### config.mk
export PLATFORM = sky130hd
export DESIGN_NAME = hbs_status_regs
export DESIGN_NICKNAME = d
export VERILOG_FILES = /design/src/design/hbs_pkg.sv /design/src/design/hbs_level_if.sv /design/src/design/hbs_level_eval.sv /design/src/design/hbs_status_regs.sv
export VERILOG_INCLUDE_DIRS = /design/src /design/src/design
export SDC_FILE = /design/constraint.sdc
export NUM_CORES = 1
export LEC_CHECK = 0
export ABC_AREA = 1
export BUFFER_PORTS_ARGS = -buffer_cell sky130_fd_sc_hd__buf_2
export CAP_MARGIN = 20
export CELL_PAD_IN_SITES_DETAIL_PLACEMENT = 1
export CELL_PAD_IN_SITES_GLOBAL_PLACEMENT = 2
export CORE_MARGIN = 4
export CORE_UTILIZATION = 30
export DETAILED_ROUTE_END_ITERATION = 16
export GPL_TIMING_DRIVEN = 0
export PLACE_DENSITY_LB_ADDON = 0.1
export SLEW_MARGIN = 25
export SYNTH_ARGS = -nofsm -noshare
export SYNTH_HDL_FRONTEND = slang
export SYNTH_SLANG_ARGS = --single-unit
### constraint.sdc
create_clock -name I_SYS_CLK -period 3.9 [get_ports I_SYS_CLK]
set_input_delay 0.39 -clock I_SYS_CLK [delete_from_list [all_inputs] [get_ports I_SYS_CLK]]
set_output_delay 0.39 -clock I_SYS_CLK [all_outputs]
set_load 0.01 [all_outputs]
### src/design/hbs_consts.svh
// Constants of the half-bridge status and delay readback block.
// Assumes inclusion by bare name from the package and the design modules.
`ifndef HBS_CONSTS_SVH
`define HBS_CONSTS_SVH

// Sizes
`define HBS_NUM_HB          8
`define HBS_NUM_CH          2
`define HBS_NUM_PWM         3
`define HBS_ADDR_W          5
`define HBS_DATA_W          16
`define HBS_TH_W            3
`define HBS_CNT_W           8
`define HBS_ACC_W           17

// Register addresses on the five-bit register port
`define HBS_ADDR_STATUS     5'h13
`define HBS_ADDR_DLY1       5'h14
`define HBS_ADDR_DLY2       5'h15

// Field positions
`define HBS_LEVEL_LSB       0
`define HBS_CONFLICT_LSB    8
`define HBS_TON_LSB         0
`define HBS_TOFF_LSB        8

// Reset values
`define HBS_RST_DLY         8'h00
`define HBS_RST_STATUS      16'h0000
`define HBS_RST_BITS8       8'h00
`define HBS_RST_TH          24'h000000

// Drive settings that force the level flag low
`define HBS_DRV_FORCE_A     2'h1
`define HBS_DRV_FORCE_B     2'h2

// Timing: clock period and delay quantum, both in picoseconds
`define HBS_CLK_PERIOD_PS   8000
`define HBS_DLY_STEP_PS     62500
`define HBS_CNT_MAX         8'hFF

`endif

### src/design/hbs_pkg.sv
// Types of the half-bridge status and delay readback block.
// Assumes the constants header is on the include path.
`include "hbs_consts.svh"

package hbs_pkg;
   typedef logic [1:0] hbs_drive_t;
   typedef logic [`HBS_CNT_W-1:0] hbs_count_t;
   typedef enum logic [1:0] {
      HBS_IDLE,
      HBS_MEAS_ON,
      HBS_MEAS_OFF
   } hbs_meas_state_t;
endpackage

### src/design/hbs_level_if.sv
// Carrier between the top and the per-bridge level evaluator.
// Assumes both ends run on the one system clock.
`timescale 1ns/1ps
`include "hbs_consts.svh"

interface hbs_level_if;
   logic [2*`HBS_NUM_HB-1:0] drive;
   logic [`HBS_NUM_HB-1:0]   ref_sel;
   logic [`HBS_NUM_HB-1:0]   sup_raw;
   logic [`HBS_NUM_HB-1:0]   csin_raw;
   logic [`HBS_NUM_HB-1:0]   level;

   modport eval (input drive, input ref_sel, input sup_raw, input csin_raw, output level);
   modport ctrl (output drive, output ref_sel, output sup_raw, output csin_raw, input level);
endinterface

### src/design/hbs_level_eval.sv
// Per-bridge switch-node level flag evaluator.
// Assumes comparator results arrive asynchronously; drive settings are synchronous.
`timescale 1ns/1ps
`include "hbs_consts.svh"

module hbs_level_eval (
   input wire logic    i_clk,
   input wire logic    i_nrst,
   hbs_level_if.eval   bus
);

   logic [`HBS_NUM_HB-1:0] sup_meta_q;
   logic [`HBS_NUM_HB-1:0] sup_sync_q;
   logic [`HBS_NUM_HB-1:0] cs_meta_q;
   logic [`HBS_NUM_HB-1:0] cs_sync_q;
   logic [`HBS_NUM_HB-1:0] level_q;
   logic [`HBS_NUM_HB-1:0] level_d;

   ////////////////////////////////////////////////////////////////////////////
   // Per-bridge flag: reference mux, then forcing by drive setting
   genvar g;
   generate
      for (g = 0; g < `HBS_NUM_HB; g = g + 1) begin : gen_hb
         hbs_pkg::hbs_drive_t drv;
         logic                forced;
         logic                below;
         assign drv    = bus.drive[2*g+1:2*g];
         assign forced = (drv == `HBS_DRV_FORCE_A) || (drv == `HBS_DRV_FORCE_B);
         // Each comparator already uses this bridge's own threshold
         assign below  = bus.ref_sel[g] ? cs_sync_q[g] : sup_sync_q[g];
         assign level_d[g] = forced ? 1'b0 : below;
      end
   endgenerate

   ////////////////////////////////////////////////////////////////////////////
   // Two-flop synchronisers, then the flag register
   always_ff @(posedge i_clk or negedge i_nrst) begin
      if (!i_nrst) begin
         sup_meta_q <= `HBS_RST_BITS8;
         sup_sync_q <= `HBS_RST_BITS8;
         cs_meta_q  <= `HBS_RST_BITS8;
         cs_sync_q  <= `HBS_RST_BITS8;
         level_q    <= `HBS_RST_BITS8;
      end else begin
         sup_meta_q <= bus.sup_raw;
         sup_sync_q <= sup_meta_q;
         cs_meta_q  <= bus.csin_raw;
         cs_sync_q  <= cs_meta_q;
         level_q    <= level_d;
      end
   end

   assign bus.level = level_q;

endmodule

### src/design/hbs_status_regs.sv
// Half-bridge level status, PWM mapping conflict and effective delay readback.
// Assumes a serial framer on the same clock drives the five-bit register port,
// analog comparators drive the asynchronous compare inputs, and configuration
// inputs come from registers on the same clock.
`timescale 1ns/1ps
`include "hbs_consts.svh"

// Functional notes
// - Level flags of half-bridges one to seven sit in status bits zero to six.
// - With drive (0,0) or (1,1) and reference select 0, the flag is 1 when drain supply to switch node is below threshold.
// - With reference select 1, the flag compares current-sense input one against the switch node instead.
// - Drive settings (0,1) and (1,0) force the level flag to 0.
// - Each bridge compares against its own selected drain-source monitoring threshold.
// - A conflict flag clears only when at most one active PWM channel is mapped to its bridge.
// - Channel 1 turn-off delay reads in bits 15:8 as a count of 62.5 ns units.
// - Channel 1 turn-on delay reads in bits 7:0 as a count of 62.5 ns units.
// - Channel 2 turn-off delay reads in bits 15:8 and turn-on delay in bits 7:0, same unit.
// - All delay fields read zero after reset until a measurement completes.
// - The channel 1 delay register decodes at 10100 and channel 2 at 10101.
// - Status bits 15 to 8 flag more than one active PWM channel mapped to bridges eight to one.
// - The bridge eight level flag sits in bit 7 and behaves like the others.
module hbs_status_regs (
   input  wire logic                            I_SYS_CLK,
   input  wire logic                            I_NRST,
   input  wire logic [`HBS_ADDR_W-1:0]          I_REG_ADDR,
   input  wire logic                            I_REG_RD,
   input  wire logic                            I_REG_WR,
   output logic      [`HBS_DATA_W-1:0]          O_REG_RDATA,
   output logic                                 O_REG_ACK,
   input  wire logic [2*`HBS_NUM_HB-1:0]        I_BRIDGE_DRIVE_SETTING,
   input  wire logic [`HBS_NUM_HB-1:0]          I_SENSE_REFERENCE_SELECT,
   input  wire logic [`HBS_TH_W*`HBS_NUM_HB-1:0] I_DRAIN_SOURCE_MONITOR_THRESHOLD,
   output logic      [`HBS_TH_W*`HBS_NUM_HB-1:0] O_CMP_THRESHOLD,
   input  wire logic [`HBS_NUM_HB-1:0]          I_DRAIN_SUPPLY_BELOW_TH,
   input  wire logic [`HBS_NUM_HB-1:0]          I_CURRENT_SENSE_BELOW_TH,
   input  wire logic [`HBS_NUM_PWM-1:0]         I_PWM_CH_ACTIVE,
   input  wire logic [`HBS_NUM_PWM*`HBS_NUM_HB-1:0] I_PWM_CHANNEL_MAPPING,
   input  wire logic [`HBS_NUM_CH-1:0]          I_PWM_IN,
   input  wire logic [`HBS_NUM_CH-1:0]          I_GATE_SWITCHED
);

   localparam logic [`HBS_ACC_W-1:0] PERIOD_PS = `HBS_ACC_W'(`HBS_CLK_PERIOD_PS);
   localparam logic [`HBS_ACC_W-1:0] STEP_PS   = `HBS_ACC_W'(`HBS_DLY_STEP_PS);

   hbs_level_if lvl_if ();

   logic [`HBS_NUM_HB-1:0]              conflict_q;
   logic [`HBS_NUM_HB-1:0]              conflict_d;
   logic [`HBS_TH_W*`HBS_NUM_HB-1:0]    threshold_q;
   logic [`HBS_DATA_W-1:0]              rdata_q;
   logic [`HBS_DATA_W-1:0]              rdata_d;
   logic                                ack_q;
   logic                                ack_d;
   hbs_pkg::hbs_count_t                 ton_w  [`HBS_NUM_CH];
   hbs_pkg::hbs_count_t                 toff_w [`HBS_NUM_CH];

   ////////////////////////////////////////////////////////////////////////////
   // Level flag evaluator
   assign lvl_if.drive    = I_BRIDGE_DRIVE_SETTING;
   assign lvl_if.ref_sel  = I_SENSE_REFERENCE_SELECT;
   assign lvl_if.sup_raw  = I_DRAIN_SUPPLY_BELOW_TH;
   assign lvl_if.csin_raw = I_CURRENT_SENSE_BELOW_TH;

   hbs_level_eval u_level (
      .i_clk  (I_SYS_CLK),
      .i_nrst (I_NRST),
      .bus    (lvl_if.eval)
   );

   ////////////////////////////////////////////////////////////////////////////
   // Threshold routing: every bridge's comparator gets its own setting
   always_ff @(posedge I_SYS_CLK or negedge I_NRST) begin
      if (!I_NRST) begin
         threshold_q <= `HBS_RST_TH;
      end else begin
         threshold_q <= I_DRAIN_SOURCE_MONITOR_THRESHOLD;
      end
   end

   assign O_CMP_THRESHOLD = threshold_q;

   ////////////////////////////////////////////////////////////////////////////
   // PWM mapping conflict: count active channels mapped to each bridge
   genvar h;
   generate
      for (h = 0; h < `HBS_NUM_HB; h = h + 1) begin : gen_conf
         logic [1:0] hits;
         assign hits = 2'(I_PWM_CH_ACTIVE[0] & I_PWM_CHANNEL_MAPPING[h])
                     + 2'(I_PWM_CH_ACTIVE[1] & I_PWM_CHANNEL_MAPPING[`HBS_NUM_HB+h])
                     + 2'(I_PWM_CH_ACTIVE[2] & I_PWM_CHANNEL_MAPPING[2*`HBS_NUM_HB+h]);
         // Flag holds while two or more map here, clears at one or none
         assign conflict_d[h] = (hits > 2'h1);
      end
   endgenerate

   // Conflict register
   always_ff @(posedge I_SYS_CLK or negedge I_NRST) begin
      if (!I_NRST) begin
         conflict_q <= `HBS_RST_BITS8;
      end else begin
         conflict_q <= conflict_d;
      end
   end

   ////////////////////////////////////////////////////////////////////////////
   // Effective delay measurement, one engine per PWM input, for channels 1 and 2 only.
   // The clock period does not divide 62.5 ns, so a picosecond accumulator
   // carries the remainder instead of a fixed cycle divider.
   genvar c;
   generate
      for (c = 0; c < `HBS_NUM_CH; c = c + 1) begin : gen_ch
         hbs_pkg::hbs_meas_state_t   state_q;
         hbs_pkg::hbs_meas_state_t   state_d;
         logic                       pwm_meta_q;
         logic                       pwm_sync_q;
         logic                       pwm_prev_q;
         logic                       sw_meta_q;
         logic                       sw_sync_q;
         logic [`HBS_ACC_W-1:0]      acc_q;
         logic [`HBS_ACC_W-1:0]      acc_d;
         logic [`HBS_ACC_W-1:0]      acc_sum;
         hbs_pkg::hbs_count_t        cnt_q;
         hbs_pkg::hbs_count_t        cnt_d;
         hbs_pkg::hbs_count_t        cnt_tick;
         logic [`HBS_ACC_W-1:0]      acc_tick;
         hbs_pkg::hbs_count_t        ton_q;
         hbs_pkg::hbs_count_t        ton_d;
         hbs_pkg::hbs_count_t        toff_q;
         hbs_pkg::hbs_count_t        toff_d;
         logic                       rise;
         logic                       fall;

         // Edge detect on the second flop only
         assign rise    = pwm_sync_q & ~pwm_prev_q;
         assign fall    = ~pwm_sync_q & pwm_prev_q;
         assign acc_sum = acc_q + PERIOD_PS;

         // One clock of elapsed time, count saturates at full scale
         always_comb begin
            if (acc_sum >= STEP_PS) begin
               acc_tick = acc_sum - STEP_PS;
               cnt_tick = (cnt_q == `HBS_CNT_MAX) ? cnt_q : cnt_q + 8'h01;
            end else begin
               acc_tick = acc_sum;
               cnt_tick = cnt_q;
            end
         end

         // Measurement sequencer; a new PWM edge restarts the opposite measurement
         always_comb begin
            state_d = state_q;
            acc_d   = acc_tick;
            cnt_d   = cnt_tick;
            ton_d   = ton_q;
            toff_d  = toff_q;
            case (state_q)
               hbs_pkg::HBS_IDLE: begin
                  acc_d = '0;
                  cnt_d = `HBS_RST_DLY;
                  if (rise) begin
                     state_d = hbs_pkg::HBS_MEAS_ON;
                  end else if (fall) begin
                     state_d = hbs_pkg::HBS_MEAS_OFF;
                  end
               end
               hbs_pkg::HBS_MEAS_ON: begin
                  if (fall) begin
                     state_d = hbs_pkg::HBS_MEAS_OFF;
                     acc_d   = '0;
                     cnt_d   = `HBS_RST_DLY;
                  end else if (sw_sync_q) begin
                     ton_d   = cnt_q;
                     state_d = hbs_pkg::HBS_IDLE;
                  end
               end
               hbs_pkg::HBS_MEAS_OFF: begin
                  if (rise) begin
                     state_d = hbs_pkg::HBS_MEAS_ON;
                     acc_d   = '0;
                     cnt_d   = `HBS_RST_DLY;
                  end else if (!sw_sync_q) begin
                     toff_d  = cnt_q;
                     state_d = hbs_pkg::HBS_IDLE;
                  end
               end
               default: begin
                  state_d = hbs_pkg::HBS_IDLE;
                  acc_d   = '0;
                  cnt_d   = `HBS_RST_DLY;
               end
            endcase
         end

         // Registers; results start at zero until a measurement ends
         always_ff @(posedge I_SYS_CLK or negedge I_NRST) begin
            if (!I_NRST) begin
               state_q    <= hbs_pkg::HBS_IDLE;
               pwm_meta_q <= 1'b0;
               pwm_sync_q <= 1'b0;
               pwm_prev_q <= 1'b0;
               sw_meta_q  <= 1'b0;
               sw_sync_q  <= 1'b0;
               acc_q      <= '0;
               cnt_q      <= `HBS_RST_DLY;
               ton_q      <= `HBS_RST_DLY;
               toff_q     <= `HBS_RST_DLY;
            end else begin
               state_q    <= state_d;
               pwm_meta_q <= I_PWM_IN[c];
               pwm_sync_q <= pwm_meta_q;
               pwm_prev_q <= pwm_sync_q;
               sw_meta_q  <= I_GATE_SWITCHED[c];
               sw_sync_q  <= sw_meta_q;
               acc_q      <= acc_d;
               cnt_q      <= cnt_d;
               ton_q      <= ton_d;
               toff_q     <= toff_d;
            end
         end

         assign ton_w[c]  = ton_q;
         assign toff_w[c] = toff_q;
      end
   endgenerate

   ////////////////////////////////////////////////////////////////////////////
   // Register port: read data registered, writes acknowledged but discarded
   always_comb begin
      rdata_d = rdata_q;
      ack_d   = 1'b0;
      case (I_REG_ADDR)
         `HBS_ADDR_STATUS: begin
            ack_d = I_REG_RD | I_REG_WR;
            if (I_REG_RD) begin
               rdata_d = {conflict_q, lvl_if.level};
            end
         end
         `HBS_ADDR_DLY1: begin
            ack_d = I_REG_RD | I_REG_WR;
            if (I_REG_RD) begin
               rdata_d = {toff_w[0], ton_w[0]};
            end
         end
         `HBS_ADDR_DLY2: begin
            ack_d = I_REG_RD | I_REG_WR;
            if (I_REG_RD) begin
               rdata_d = {toff_w[1], ton_w[1]};
            end
         end
         default: begin
            // Other addresses belong to neighbouring blocks: no answer here
            if (I_REG_RD) begin
               rdata_d = `HBS_RST_STATUS;
            end
         end
      endcase
   end

   // Read port registers
   always_ff @(posedge I_SYS_CLK or negedge I_NRST) begin
      if (!I_NRST) begin
         rdata_q <= `HBS_RST_STATUS;
         ack_q   <= 1'b0;
      end else begin
         rdata_q <= rdata_d;
         ack_q   <= ack_d;
      end
   end

   assign O_REG_RDATA = rdata_q;
   assign O_REG_ACK   = ack_q;

endmodule

# ---- Word-level counts from Yosys, hierarchy flattened
# Cells that the tools add are included.
dict set report classes {
  n_eq_ne 31
  shifts 0
  n_addsub 22
  n_mul 0
  bitwise_logic 39
  reduce_logical 17
  order_cmp 10
  muxes 54
  n_div 0
}
# op count
set ops {}
lappend ops {{two-way mux 17 bit} 6}
lappend ops {{case mux 17 bit (2 select lines)} 2}
lappend ops {{two-way mux 16 bit} 4}
lappend ops {{two-way mux 8 bit} 8}
lappend ops {{case mux 16 bit (3 select lines)} 1}
lappend ops {{adder 17 x 13 -> 17 bit (second input constant)} 2}
lappend ops {{greater-or-equal comparator 17 x 16 -> 1 bit (second input constant)} 2}
lappend ops {{subtractor 17 x 16 -> 17 bit (second input constant)} 2}
lappend ops {{case mux 8 bit (2 select lines)} 2}
lappend ops {{AND 1 bit} 28}
lappend ops {{two-way mux 2 bit} 12}
lappend ops {{== test 2 x 1 -> 1 bit (second input constant)} 10}
lappend ops {{== test 2 bit (second input constant)} 10}
lappend ops {{!= test 3 bit (second input constant)} 6}
lappend ops {{AND reduction 3 bit} 6}
lappend ops {{two-way mux 1 bit} 17}
lappend ops {{adder 1 x 1 -> 2 bit} 8}
lappend ops {{adder 2 x 1 -> 2 bit} 8}
lappend ops {{adder 8 x 1 -> 8 bit (second input constant)} 2}
lappend ops {{== test 8 bit (second input constant)} 2}
lappend ops {{> comparator 2 x 1 -> 1 bit (second input constant)} 8}
lappend ops {{== test 5 bit (second input constant)} 3}
lappend ops {{case mux 2 bit (3 select lines)} 2}
lappend ops {{inverter 1 bit} 10}
lappend ops {{4 further kinds} 12}
dict set report word_totals {
  input_bits 104
  latch_bits 0
  n_memories 0
  elab_cells 202
  ramBits 0
  romBits 0
  register_bits 185
  output_inout_bits 41
}

# ---- Logic depth before layout (Yosys ltp)
# Gate-level depths: netlist (run 1).
dict set report depth {
  word_depth 5
  ltp_mapped 17
  mapped_depth_nobuf 16
}

# ---- Cells and area by module
# A second synthesis (run 1) with hierarchy kept.
dict set report hier_totals {
  hier_cells 965
  area_unflattened_um2 8363.0
}
# mod instances cells_each seq_area_each_um2 area_per_inst_um2
set modules_own_cells {}
lappend modules_own_cells {hbs_status_regs 1 829 3528.4 7001.7}
lappend modules_own_cells {hbs_level_eval 1 136 1001.0 1361.3}

# ---- Worst setup path after synthesis (run 1)
# No wires, ideal clock.
dict set report synth_path {
  kind {reg2reg}
  startpoint {register gen_ch[1].acc_q[6]}
  endpoint {register gen_ch[1].acc_q[6]}
  synth_period_minus_slack_ps 1918
  arrival_ps 1797
  path_stages_with_launch 15
  t_required_ps 3778
  n_path_buf 1
  setup_ps 122
  slack_ps 1982
  path_cell_list {dfrtp_1 ha_1 nand2_1 inv_1 nor2_2 nand2_1 nor2_1 inv_1 nand3_1 nand2_1 nand2_1 nand3_2 buf_4 a21boi_0 nor2_1}
}
dict set report synth_between {
  elab_chain_cells 5
  elab_cells_between_ends 7
  classes_between {add/sub (2); order compare (1); mux (4)}
}
# element line
set synth_rtl {}
lappend synth_rtl {{start, declared} hbs_status_regs.sv:119} ;# logic [`HBS_ACC_W-1:0] acc_q;
lappend synth_rtl {{start signal, assigned} hbs_status_regs.sv:203} ;# acc_q <= '0;
lappend synth_rtl {{start signal, assigned} hbs_status_regs.sv:214} ;# acc_q <= acc_d;
lappend synth_rtl {{adder 17 x 13 -> 17 bit (*)} hbs_status_regs.sv:136} ;# assign acc_sum = acc_q + PERIOD_PS;
lappend synth_rtl {{subtractor 17 x 16 -> 17 bit or greater-or-equal comparator 17 x 16 -> 1 bit (tied branches)} {hbs_status_regs.sv:141, hbs_status_regs.sv:140}}
lappend synth_rtl {{two-way mux 17 bit (*)} hbs_status_regs.sv:140} ;# if (acc_sum >= STEP_PS) begin
lappend synth_rtl {{two-way mux 17 bit (on tied branches)} {hbs_status_regs.sv:177, hbs_status_regs.sv:167}}
lappend synth_rtl {{case mux 17 bit (2 select lines) (*)} hbs_status_regs.sv:156} ;# case (state_q)
lappend synth_rtl {{net gen_ch[1].acc_d[6]} hbs_status_regs.sv:120} ;# logic [`HBS_ACC_W-1:0] acc_d;
# Mark *: on every way through the listed nets, which the timed path passes. The rest lies on a longest branch.
# A chain may end at the register's enable or synchronous reset.

# ---- Worst setup path after layout (run 1)
dict set report layout_path {
  startpoint {register gen_ch[1].acc_q[6]}
  endpoint {register gen_ch[1].acc_q[10]}
}
# Same word-level chain as after synthesis.

==> impl_metrics.env, run 1 <==
export IMPL_pwr_share_seq_pct=39.0
export IMPL_swShare_pct=36.3
export IMPL_reg2reg_to="gen_ch[1].acc_q[10]"
export IMPL_synthDominantCellAreaShare_pct=54.8
export IMPL_synthTopCellsByCount="nand2_1, dfrtp_1, inv_1"
export IMPL_worstPathMaxFanout=8
export IMPL_p_sw_mw=1.95
export IMPL_async_flop_share_pct=100
export IMPL_first_iter_violations=276
export IMPL_critical_path_top_delay_family="simple AND/OR/NAND/NOR gates"
export IMPL_grt_pass1_wl_um=36800
export IMPL_post_route_period_util_pct=60.1
export IMPL_rsz0062_at_grt="no"
export IMPL_worstPathArrival_ns=2.69
export IMPL_cts_made_buffers=17
export IMPL_globalplace_congestion=0.732
export IMPL_power_density_nw_per_um2=530
export IMPL_slowest_delay_ns=0.43
export IMPL_worstSetupPathType="reg -> reg"
export IMPL_final_area_um2=10100
export IMPL_antenna_found_initial=0
export IMPL_startpoint_type="flip-flop"
export IMPL_htreeDepth=4
export IMPL_fin_crit_ns=2.34
export IMPL_ys_seq_elements=181
export IMPL_path_depth=14
export IMPL_final_setup_worst_slack_ns=1.56
export IMPL_synth_edf_count=0
export IMPL_max_freq_ghz=0.427
export IMPL_hold_depth=1
export IMPL_dr_pass1_iters=4
export IMPL_synthTopCellsByArea="dfrtp_1, nand2_1, inv_1"
export IMPL_start_util_pct=30.6
export IMPL_status="finished, final reports clean"
export IMPL_internal_power_mw=3.42
export IMPL_wl_um=22000
export IMPL_viasPerCell=4.57
export IMPL_dp_cells=1371
export IMPL_cp_end_kind="flip-flop"
export IMPL_syn_avg_cell_area_um2=9.31
export IMPL_reg2reg_slack_ns=1.56
export IMPL_cts_buffer_depth=2
export IMPL_io_pin_count=145
export IMPL_diodes=0
export IMPL_drtAntennaViolNets=0
export IMPL_crit_path_start="gen_ch[1].acc_q[6]"
export IMPL_ys_flop_type="dfrtp_1"
export IMPL_finalClockSkew_ns=0.00999
export IMPL_min_delay_start="I_GATE_SWITCHED[0]"
export IMPL_grt_max_degree=83
export IMPL_insertion_delay_ns=0.43
export IMPL_clkTransAtPathRegs_ns=0.08
export IMPL_post_drt_wl_per_cell_um=15.7
export IMPL_port_buffers=140
export IMPL_ys_types=47
export IMPL_tightest_slew_ns=0.910
export IMPL_vdd_ir_drop_max_mv=0.332
export IMPL_syn_inst=888
export IMPL_drv_cap=0
export IMPL_hold_viol=0
export IMPL_tns_ns=0
export IMPL_num_vias=6420
export IMPL_reg2reg_depth=14
export IMPL_yosys_warnings=0
export IMPL_cp_cell_sequence="ha_1 > nand2_1 > inv_1 > nor2_2 > nand2_1 > nor2_1 > inv_1 > nand3_1 > nand2_1 > nand2_1 > nand3_2 > inv_1 > nand2_1 > a21oi_1"
export IMPL_endpoint="gen_ch[1].acc_q[10]"
export IMPL_die_area_um2=30300
export IMPL_placed_area_um2=9470
export IMPL_utilization_pct=37.5
export IMPL_setup_violations=0
export IMPL_die_width_um=174
export IMPL_grt_pass1_vias=6892
export IMPL_cts_resized=0
export IMPL_dp_slack_ns=1.50
export IMPL_rows=60
export IMPL_p_clk_share_pct=33.6
export IMPL_fill_cells=3169
export IMPL_syn_area_um2=8270
export IMPL_core_area_um2=27000
export IMPL_drv_slew=0
export IMPL_cts_root_buf="clkbuf_16"
export IMPL_whs_ns=0.0597
export IMPL_reg2reg_from="gen_ch[1].acc_q[6]"
export IMPL_cp_common_cell="nand2_1"
export IMPL_cts_sinks=181
export IMPL_yosysSeqAreaShare_pct=54.8
export IMPL_synth_top_area_cell="dfrtp_1"
export IMPL_max_slew_margin_rel_pct=38.8
export IMPL_cts_tree="built"
export IMPL_synth_nets=1020
export IMPL_min_delay_path_class="in -> reg"
export IMPL_dp_hpwl_um=16800
export IMPL_crit_required_ns=4.24
export IMPL_path_buf_inv=3
export IMPL_layout_drive_gt1_share_pct=22.6
export IMPL_synth_most_common_cell="nand2_1"
export IMPL_area_growth_pct=22.4
export IMPL_slowest_stage="dfrtp_1"
export IMPL_finalPower_mw=5.37
export IMPL_grt_util_all_layers_pct=15.1
export IMPL_p_comb_share_pct=27.4
export IMPL_leakage_nw=5.16
export IMPL_final_nets=1182
export IMPL_grt_overflow_total=0
export IMPL_drc_errors=0
export IMPL_instances_no_fill=1404
export IMPL_fp_dieH_um=174
-- cells in the final DEF, fill, tap and decap left out, drive strengths merged, types with 2 or more instances in the layout --
| master | Yosys | routed |
|---|---|---|
| a21oi | 30 | 30 |
| nor3 | 5 | 5 |
| clkinv | 1 | 10 |
| o211ai | 2 | 2 |
| nor2 | 85 | 85 |
| o21ai | 66 | 66 |
| a31o | 8 | 8 |
| nand3b | 3 | 3 |
| nand4 | 13 | 13 |
| mux2 | 16 | 16 |
| a22oi | 16 | 16 |
| clkbuf | 13 | 30 |
| nor4 | 4 | 4 |
| buf | 9 | 151 |
| dfrtp | 181 | 181 |
| nand2 | 218 | 218 |
| ha | 28 | 28 |
| inv | 106 | 111 |
| mux2i | 9 | 9 |
| xor2 | 18 | 18 |
| nand3 | 48 | 48 |
-- cells by family after synthesis --
family                     count (synthesis)  share of synthesized area (%)
AOI/OAI and AO/OA                        128                           9.05
xor gates and xnor gates                  19                           2.29
adders and majority gates                 28                           4.24
buffers and inverters                    129                           6.31
DFF                                      181                           54.8
muxes                                     25                           3.27
and+or+nand+nor                          378                           20.1
-- power groups by stage --
stage / sequential, mW / clock (mW) / combinational [mW]
global placement: 2.13 / 0 / 1.48
detailed placement: 2.13 / 0 / 1.50
finish: 2.09 / 1.80 / 1.47
floorplan: 2.11 / 0 / 1.08
global route: 2.11 / 1.96 / 1.71
CTS: 2.10 / 1.88 / 1.51
-- sequential cells by signal, indices dropped and copies added (netlist names) --
name	flops
O_REG_ACK	1
O_CMP_THRESHOLD	24
gen_ch.pwm_meta_q	2
gen_ch.pwm_sync_q	2
gen_ch.toff_q	16
u_level.sup_sync_q	8
gen_ch.sw_meta_q	2
gen_ch.pwm_prev_q	2
conflict_q	8
u_level.sup_meta_q	8
u_level.bus.level	8
u_level.cs_sync_q	8
gen_ch.state_q	4
gen_ch.acc_q	30
gen_ch.cnt_q	16
gen_ch.sw_sync_q	2
O_REG_RDATA	16
gen_ch.ton_q	16
u_level.cs_meta_q	8
-- how the worst min path moves through the flow --
stage,endpoint
after floorplan,O_CMP_THRESHOLD[0]
after global placement,u_level.sup_sync_q[5]
after detailed placement,O_CMP_THRESHOLD[9]
after CTS,gen_ch[0].pwm_meta_q
after global routing,gen_ch[0].pwm_meta_q
final,gen_ch[0].sw_meta_q
-- worst register-to-register path: stages (launching register included) --
cell and delay, ns:
dfrtp_1 0.43, ha_1 0.30, nand2_1 0.12, inv_1 0.05
nor2_2 0.15, nand2_1 0.09, nor2_1 0.18, inv_1 0.06
nand3_1 0.08, nand2_1 0.08, nand2_1 0.11, nand3_2 0.11
inv_1 0.24, nand2_1 0.09, a21oi_1 0.17
-- area by class of cell --
class	count	area, um^2	share of cell area [%]
flip-flops and latches	181	4530	44.7
multi-input cells	578	3230	31.9
repair buffers	143	776	7.66
well taps	341	427	4.22
clock buffers	17	425	4.20
inverters	107	403	3.98
clock inverters	15	213	2.10
plain buffers	22	119	1.17
-- routing by layer --
metal  vias up  GRT usage, %  share of wire [%]
li1       3197             -                  -
met1      3144          18.9                 44
met2        71          27.2                 52
met3         8          2.96                2.6
met4         0          3.07               0.73
met5         -             0                  0
-- what timing repair did --
item | CTS | global route
setup buffers | 0 | 0
hold endpoints to repair | 24 | 0
hold buffers | 1 | 0
Note: power is estimated with default switching activity, not from simulation.
==> run 2, diff against run 1 <==
Clock period 3.9 ns to 2 ns, I/O delays scaled along.
==> impl_metrics.env, run 2 (synthesized netlist as in run 1, its figures left out) <==
export IMPL_whs_ns=0.0275
export IMPL_rsz0062_at_grt="yes"
export IMPL_final_cell_mix="nand2_1, dfrtp_1, buf_2, inv_1, nor2_1"
export IMPL_setup_violations=38
export IMPL_diodes=0
export IMPL_mostFrequentLayoutCell="nand2_1"
export IMPL_reg2reg_depth=12
export IMPL_dp_hpwl_um=16800
export IMPL_startpoint_type="flip-flop"
export IMPL_crit_required_ns=2.36
export IMPL_tightest_slew_ns=0.907
export IMPL_fp_dieH_um=174
export IMPL_cts_buffer_depth=2
export IMPL_max_slew_margin_rel_pct=39.0
export IMPL_grt_max_degree=83
export IMPL_drv_cap=0
export IMPL_antenna_found_initial=0
export IMPL_die_area_um2=30300
export IMPL_cts_sinks=181
export IMPL_final_setup_worst_slack_ns=-0.112
export IMPL_violations="setup timing"
export IMPL_viasPerCell=4.58
export IMPL_die_width_um=174
export IMPL_io_pin_count=145
export IMPL_fill_cells=3115
export IMPL_reg2reg_slack_ns=-0.11
export IMPL_drtAntennaViolNets=0
export IMPL_area_growth_pct=39.2
export IMPL_grt_overflow_total=0
export IMPL_leakage_nw=5.65
export IMPL_layout_drive_gt1_share_pct=33.2
export IMPL_cp_end_kind="flip-flop"
export IMPL_fin_crit_ns=2.11
export IMPL_wl_um=23700
export IMPL_min_delay_start="I_PWM_CHANNEL_MAPPING[10]"
export IMPL_rows=60
export IMPL_insertion_delay_ns=0.44
export IMPL_drc_errors=0
export IMPL_num_vias=6833
export IMPL_cts_made_buffers=17
export IMPL_finalPower_mw=11.6
export IMPL_min_delay_path_class="in -> reg"
export IMPL_post_drt_wl_per_cell_um=15.9
export IMPL_core_area_um2=27000
export IMPL_reg2reg_to="gen_ch[0].cnt_q[7]"
export IMPL_grt_pass1_wl_um=39000
export IMPL_worstPathMaxFanout=6
export IMPL_power_density_nw_per_um2=1010
export IMPL_max_freq_ghz=0.473
export IMPL_post_route_period_util_pct=106
export IMPL_cts_tree="built"
export IMPL_largest_register="gen_ch.acc_q"
export IMPL_drv_slew=0
export IMPL_dr_pass1_iters=4
export IMPL_start_util_pct=30.6
export IMPL_hold_end="conflict_q[2]"
export IMPL_largest_register_ff_count=30
export IMPL_worstSetupPathType="reg -> reg"
export IMPL_vdd_ir_drop_max_mv=0.640
export IMPL_final_nets=1271
export IMPL_worstPathArrival_ns=2.48
export IMPL_clkTransAtPathRegs_ns=0.09
export IMPL_grt_util_all_layers_pct=16.0
export IMPL_globalplace_congestion=0.732
export IMPL_status="finished, violations left"
export IMPL_htreeDepth=4
export IMPL_cts_root_buf="clkbuf_16"
export IMPL_finalClockSkew_ns=0.0113
export IMPL_port_buffers=140
export IMPL_hold_depth=2
export IMPL_reg2reg_from="gen_ch[0].acc_q[6]"
export IMPL_hold_viol=0
export IMPL_first_iter_violations=243
export IMPL_grt_pass1_vias=7358
run 2: cell count changes in the layout (fill, tap and decap cells not counted), sizes merged:
cell and delta:
buf +42, clkbuf -1, clkinvlp +2, dlygate4sd3 +48
inv -2
run 2: worst max path at each step:
stage,cells past startpoint,to,slack [ns],startpoint
after floorplan,14,gen_ch[1].acc_q[6],0.08,gen_ch[1].acc_q[6]
after global routing,12,gen_ch[0].cnt_q[7],-0.23,gen_ch[0].acc_q[6]
after global placement,1,gen_ch[0].acc_q[7],-2.47,I_NRST
final,12,gen_ch[0].cnt_q[7],-0.11,gen_ch[0].acc_q[6]
after CTS,13,gen_ch[0].cnt_q[3],-0.09,gen_ch[0].acc_q[6]
after detailed placement,14,gen_ch[1].acc_q[10],-0.37,gen_ch[1].acc_q[6]
run 2: worst max-delay path, stage by stage (launching register included):
cell and delay (ns):
dfrtp_2 0.44, ha_4 0.20, inv_4 0.09, nand4_4 0.13, nand3_4 0.12, nand2_4 0.08
nor2_8 0.14, nand3_2 0.12, nand3_4 0.12, buf_12 0.14, clkinvlp_4 0.16, buf_6 0.16
a21oi_2 0.12
run 2: area by class of cell:
| type | count | area [um^2] | area share, % |
|---|---|---|---|
| flip-flops and latches | 181 | 4540 | 39.4 |
| multi-input cells | 578 | 3680 | 32.0 |
| repair buffers | 232 | 1640 | 14.3 |
| well taps | 341 | 427 | 3.71 |
| clock buffers | 17 | 425 | 3.70 |
| inverters | 107 | 418 | 3.63 |
| clock inverters | 15 | 213 | 1.85 |
| plain buffers | 22 | 160 | 1.39 |
run 2: metrics by stage:
stage,cells,cell area [um^2],setup WS (ns),utilization [%],TNS [ns]
global placement,1369,9400,-2.47,34.8,-459.63
floorplan,888,8270,0.0816,-,0
global route,1493,11500,-0.229,42.6,-7.05
finish,1493,11500,-0.112,42.6,-1.52
CTS,1486,11300,-0.0870,41.7,-1.66
detailed placement,1371,9470,-0.371,35.0,-14.26
run 2: where the power goes:
group | switching, mW | internal (mW)
logic | 2.39 | 1.60
clock network | 1.69 | 1.83
registers | 0.235 | 3.90
run 2: metal layers:
metal	vias to the layer above	global-route usage, %	wire length (um)
li1	3378	-	-
met1	3370	19.6	10200
met2	78	29.5	12700
met3	7	2.94	610
met4	0	3.23	200
met5	-	0	0
run 2: what timing repair did:
action	CTS	global route
hold endpoints to repair	205	0
setup endpoints to repair	46	48
gates cloned	3	0
gates resized for setup	114	56
pin swaps	35	32
hold buffers	49	0
buffers inserted	31	7
==> run 3, diff against run 2 <==
Settings changed: CELL_PAD_IN_SITES_GLOBAL_PLACEMENT 2 to 1, SKIP_CTS_REPAIR_TIMING set to 1.
==> impl_metrics.env, run 3 (synthesized netlist as in run 1, its figures left out) <==
export IMPL_status="finished, violations left"
export IMPL_violations="setup timing"
export IMPL_utilization_pct=42.1
export IMPL_area_growth_pct=37.7
export IMPL_final_nets=1253
export IMPL_grt_pass1_vias=6815
export IMPL_cts_sinks=181
export IMPL_finalClockSkew_ns=0.0123
export IMPL_antenna_found_initial=0
export IMPL_placed_area_um2=9460
export IMPL_drv_cap=0
export IMPL_final_area_um2=11400
export IMPL_post_drt_wl_per_cell_um=15.4
export IMPL_cp_end_kind="flip-flop"
export IMPL_die_width_um=174
export IMPL_grt_overflow_total=0
export IMPL_num_vias=6742
export IMPL_reg2reg_from="gen_ch[0].acc_q[6]"
export IMPL_worstPathMaxFanout=6
export IMPL_layout_drive_gt1_share_pct=31.8
export IMPL_min_delay_start="I_PWM_CHANNEL_MAPPING[9]"
export IMPL_reg2reg_slack_ns=-0.11
export IMPL_die_area_um2=30300
export IMPL_wl_um=22700
export IMPL_cts_buffer_depth=2
export IMPL_dp_hpwl_um=16300
export IMPL_grt_max_degree=76
export IMPL_diodes=0
export IMPL_crit_required_ns=2.37
export IMPL_dp_cells=1371
export IMPL_reg2reg_to="gen_ch[0].cnt_q[7]"
export IMPL_viasPerCell=4.57
export IMPL_fin_crit_ns=2.11
export IMPL_crit_path_start="gen_ch[0].acc_q[6]"
export IMPL_htreeDepth=4
export IMPL_drtAntennaViolNets=0
export IMPL_final_setup_worst_slack_ns=-0.110
export IMPL_clkTransAtPathRegs_ns=0.08
export IMPL_final_cell_mix="nand2_1, dfrtp_1, buf_2, inv_1, nor2_1"
export IMPL_mostFrequentLayoutCell="nand2_1"
export IMPL_largest_register_ff_count=30
export IMPL_largest_register="gen_ch.acc_q"
export IMPL_min_delay_path_class="in -> reg"
export IMPL_max_slew_margin_rel_pct=35.9
export IMPL_hold_viol=0
export IMPL_hold_depth=2
export IMPL_drc_errors=0
export IMPL_io_pin_count=145
export IMPL_post_route_period_util_pct=106
export IMPL_power_density_nw_per_um2=1010
export IMPL_port_buffers=140
export IMPL_drv_slew=0
export IMPL_worstPathArrival_ns=2.48
export IMPL_leakage_nw=5.58
export IMPL_rsz0062_at_grt="yes"
export IMPL_globalplace_congestion=0.745
export IMPL_cts_root_buf="clkbuf_16"
export IMPL_core_area_um2=27000
export IMPL_hold_end="conflict_q[1]"
export IMPL_tightest_slew_ns=0.954
export IMPL_start_util_pct=30.6
export IMPL_grt_util_all_layers_pct=14.6
export IMPL_startpoint_type="flip-flop"
export IMPL_fp_dieH_um=174
export IMPL_vdd_ir_drop_max_mv=0.432
export IMPL_max_freq_ghz=0.474
export IMPL_cts_tree="built"
export IMPL_rows=60
export IMPL_cts_made_buffers=17
export IMPL_instances_no_fill=1475
export IMPL_grt_pass1_wl_um=35900
export IMPL_setup_violations=40
export IMPL_insertion_delay_ns=0.44
export IMPL_reg2reg_depth=11
export IMPL_worstSetupPathType="reg -> reg"
export IMPL_first_iter_violations=224
export IMPL_dr_pass1_iters=4
==> run 3: cell types whose count changed in the layout (fill, tap and decap cells not counted), sizes merged <==
cell / change
clkbuf: +5
buf: -23
nand3: +1
clkinvlp: +1
clkinv: -2
bufinv: -1
inv: +2
dlygate4sd3: -1
==> run 3: worst max-delay path by stage <==
stage | to | slack, ns | depth (start not counted)
3_5_place_dp | gen_ch[1].cnt_q[7] | -0.38 | 13
2_1_floorplan | gen_ch[1].acc_q[6] | 0.08 | 14
5_1_grt | gen_ch[1].acc_q[8] | -0.26 | 11
4_1_cts | gen_ch[1].acc_q[2] | -0.41 | 13
6_report | gen_ch[0].cnt_q[7] | -0.11 | 11
3_3_place_gp | gen_ch[0].state_q[1] | -2.50 | 1
==> run 3: worst max-delay path: stages (launching register included) <==
cell and delay [ns]:
dfrtp_2 0.44, ha_4 0.21, inv_4 0.09, nand2_4 0.06, xnor2_4 0.25, nand3_2 0.14, nor2_4 0.14, nand3_4 0.09
nand3_4 0.14, clkinvlp_4 0.18, buf_4 0.17, a21oi_2 0.12
==> run 3: per-stage QoR <==
stage	hold WS [ns]	total power [mW]	setup TNS [ns]	setup WS (ns)
4_1_cts	-0.372	10.6	-13.93	-0.407
2_1_floorplan	-0.0956	6.23	0	0.0816
6_report	0.0211	11.5	-1.73	-0.110
3_5_place_dp	0.108	7.07	-13.37	-0.376
5_1_grt	0.00327	12.3	-8.27	-0.258
3_3_place_gp	0.308	7.00	-462.21	-2.50
==> run 3: cell type report <==
| type | count | area, um^2 |
|---|---|---|
| flip-flops and latches | 181 | 4540 |
| plain buffers | 22 | 145 |
| fillers | 3121 | 15600 |
| inverters | 107 | 415 |
| clock inverters | 15 | 210 |
| multi-input cells | 579 | 3720 |
| repair buffers | 213 | 1500 |
| well taps | 341 | 427 |
| clock buffers | 17 | 425 |
==> run 3: report_power, final <==
part | leakage [nW] | internal, mW | switching, mW
registers | 2.34 | 3.90 | 0.255
clock network | 0.301 | 1.74 | 1.77
logic | 2.94 | 1.47 | 2.32
==> run 3: per-layer routing <==
layer  GRT usage [%]  wire length, um  up-vias  part of all wire, %
met4            3.53              221        0                 0.97
met3            3.44              795       13                  3.5
met2            25.0            11600       86                   51
li1                -                -     3340                    -
met1            18.9            10100     3303                   45
met5               0                0        -                    0
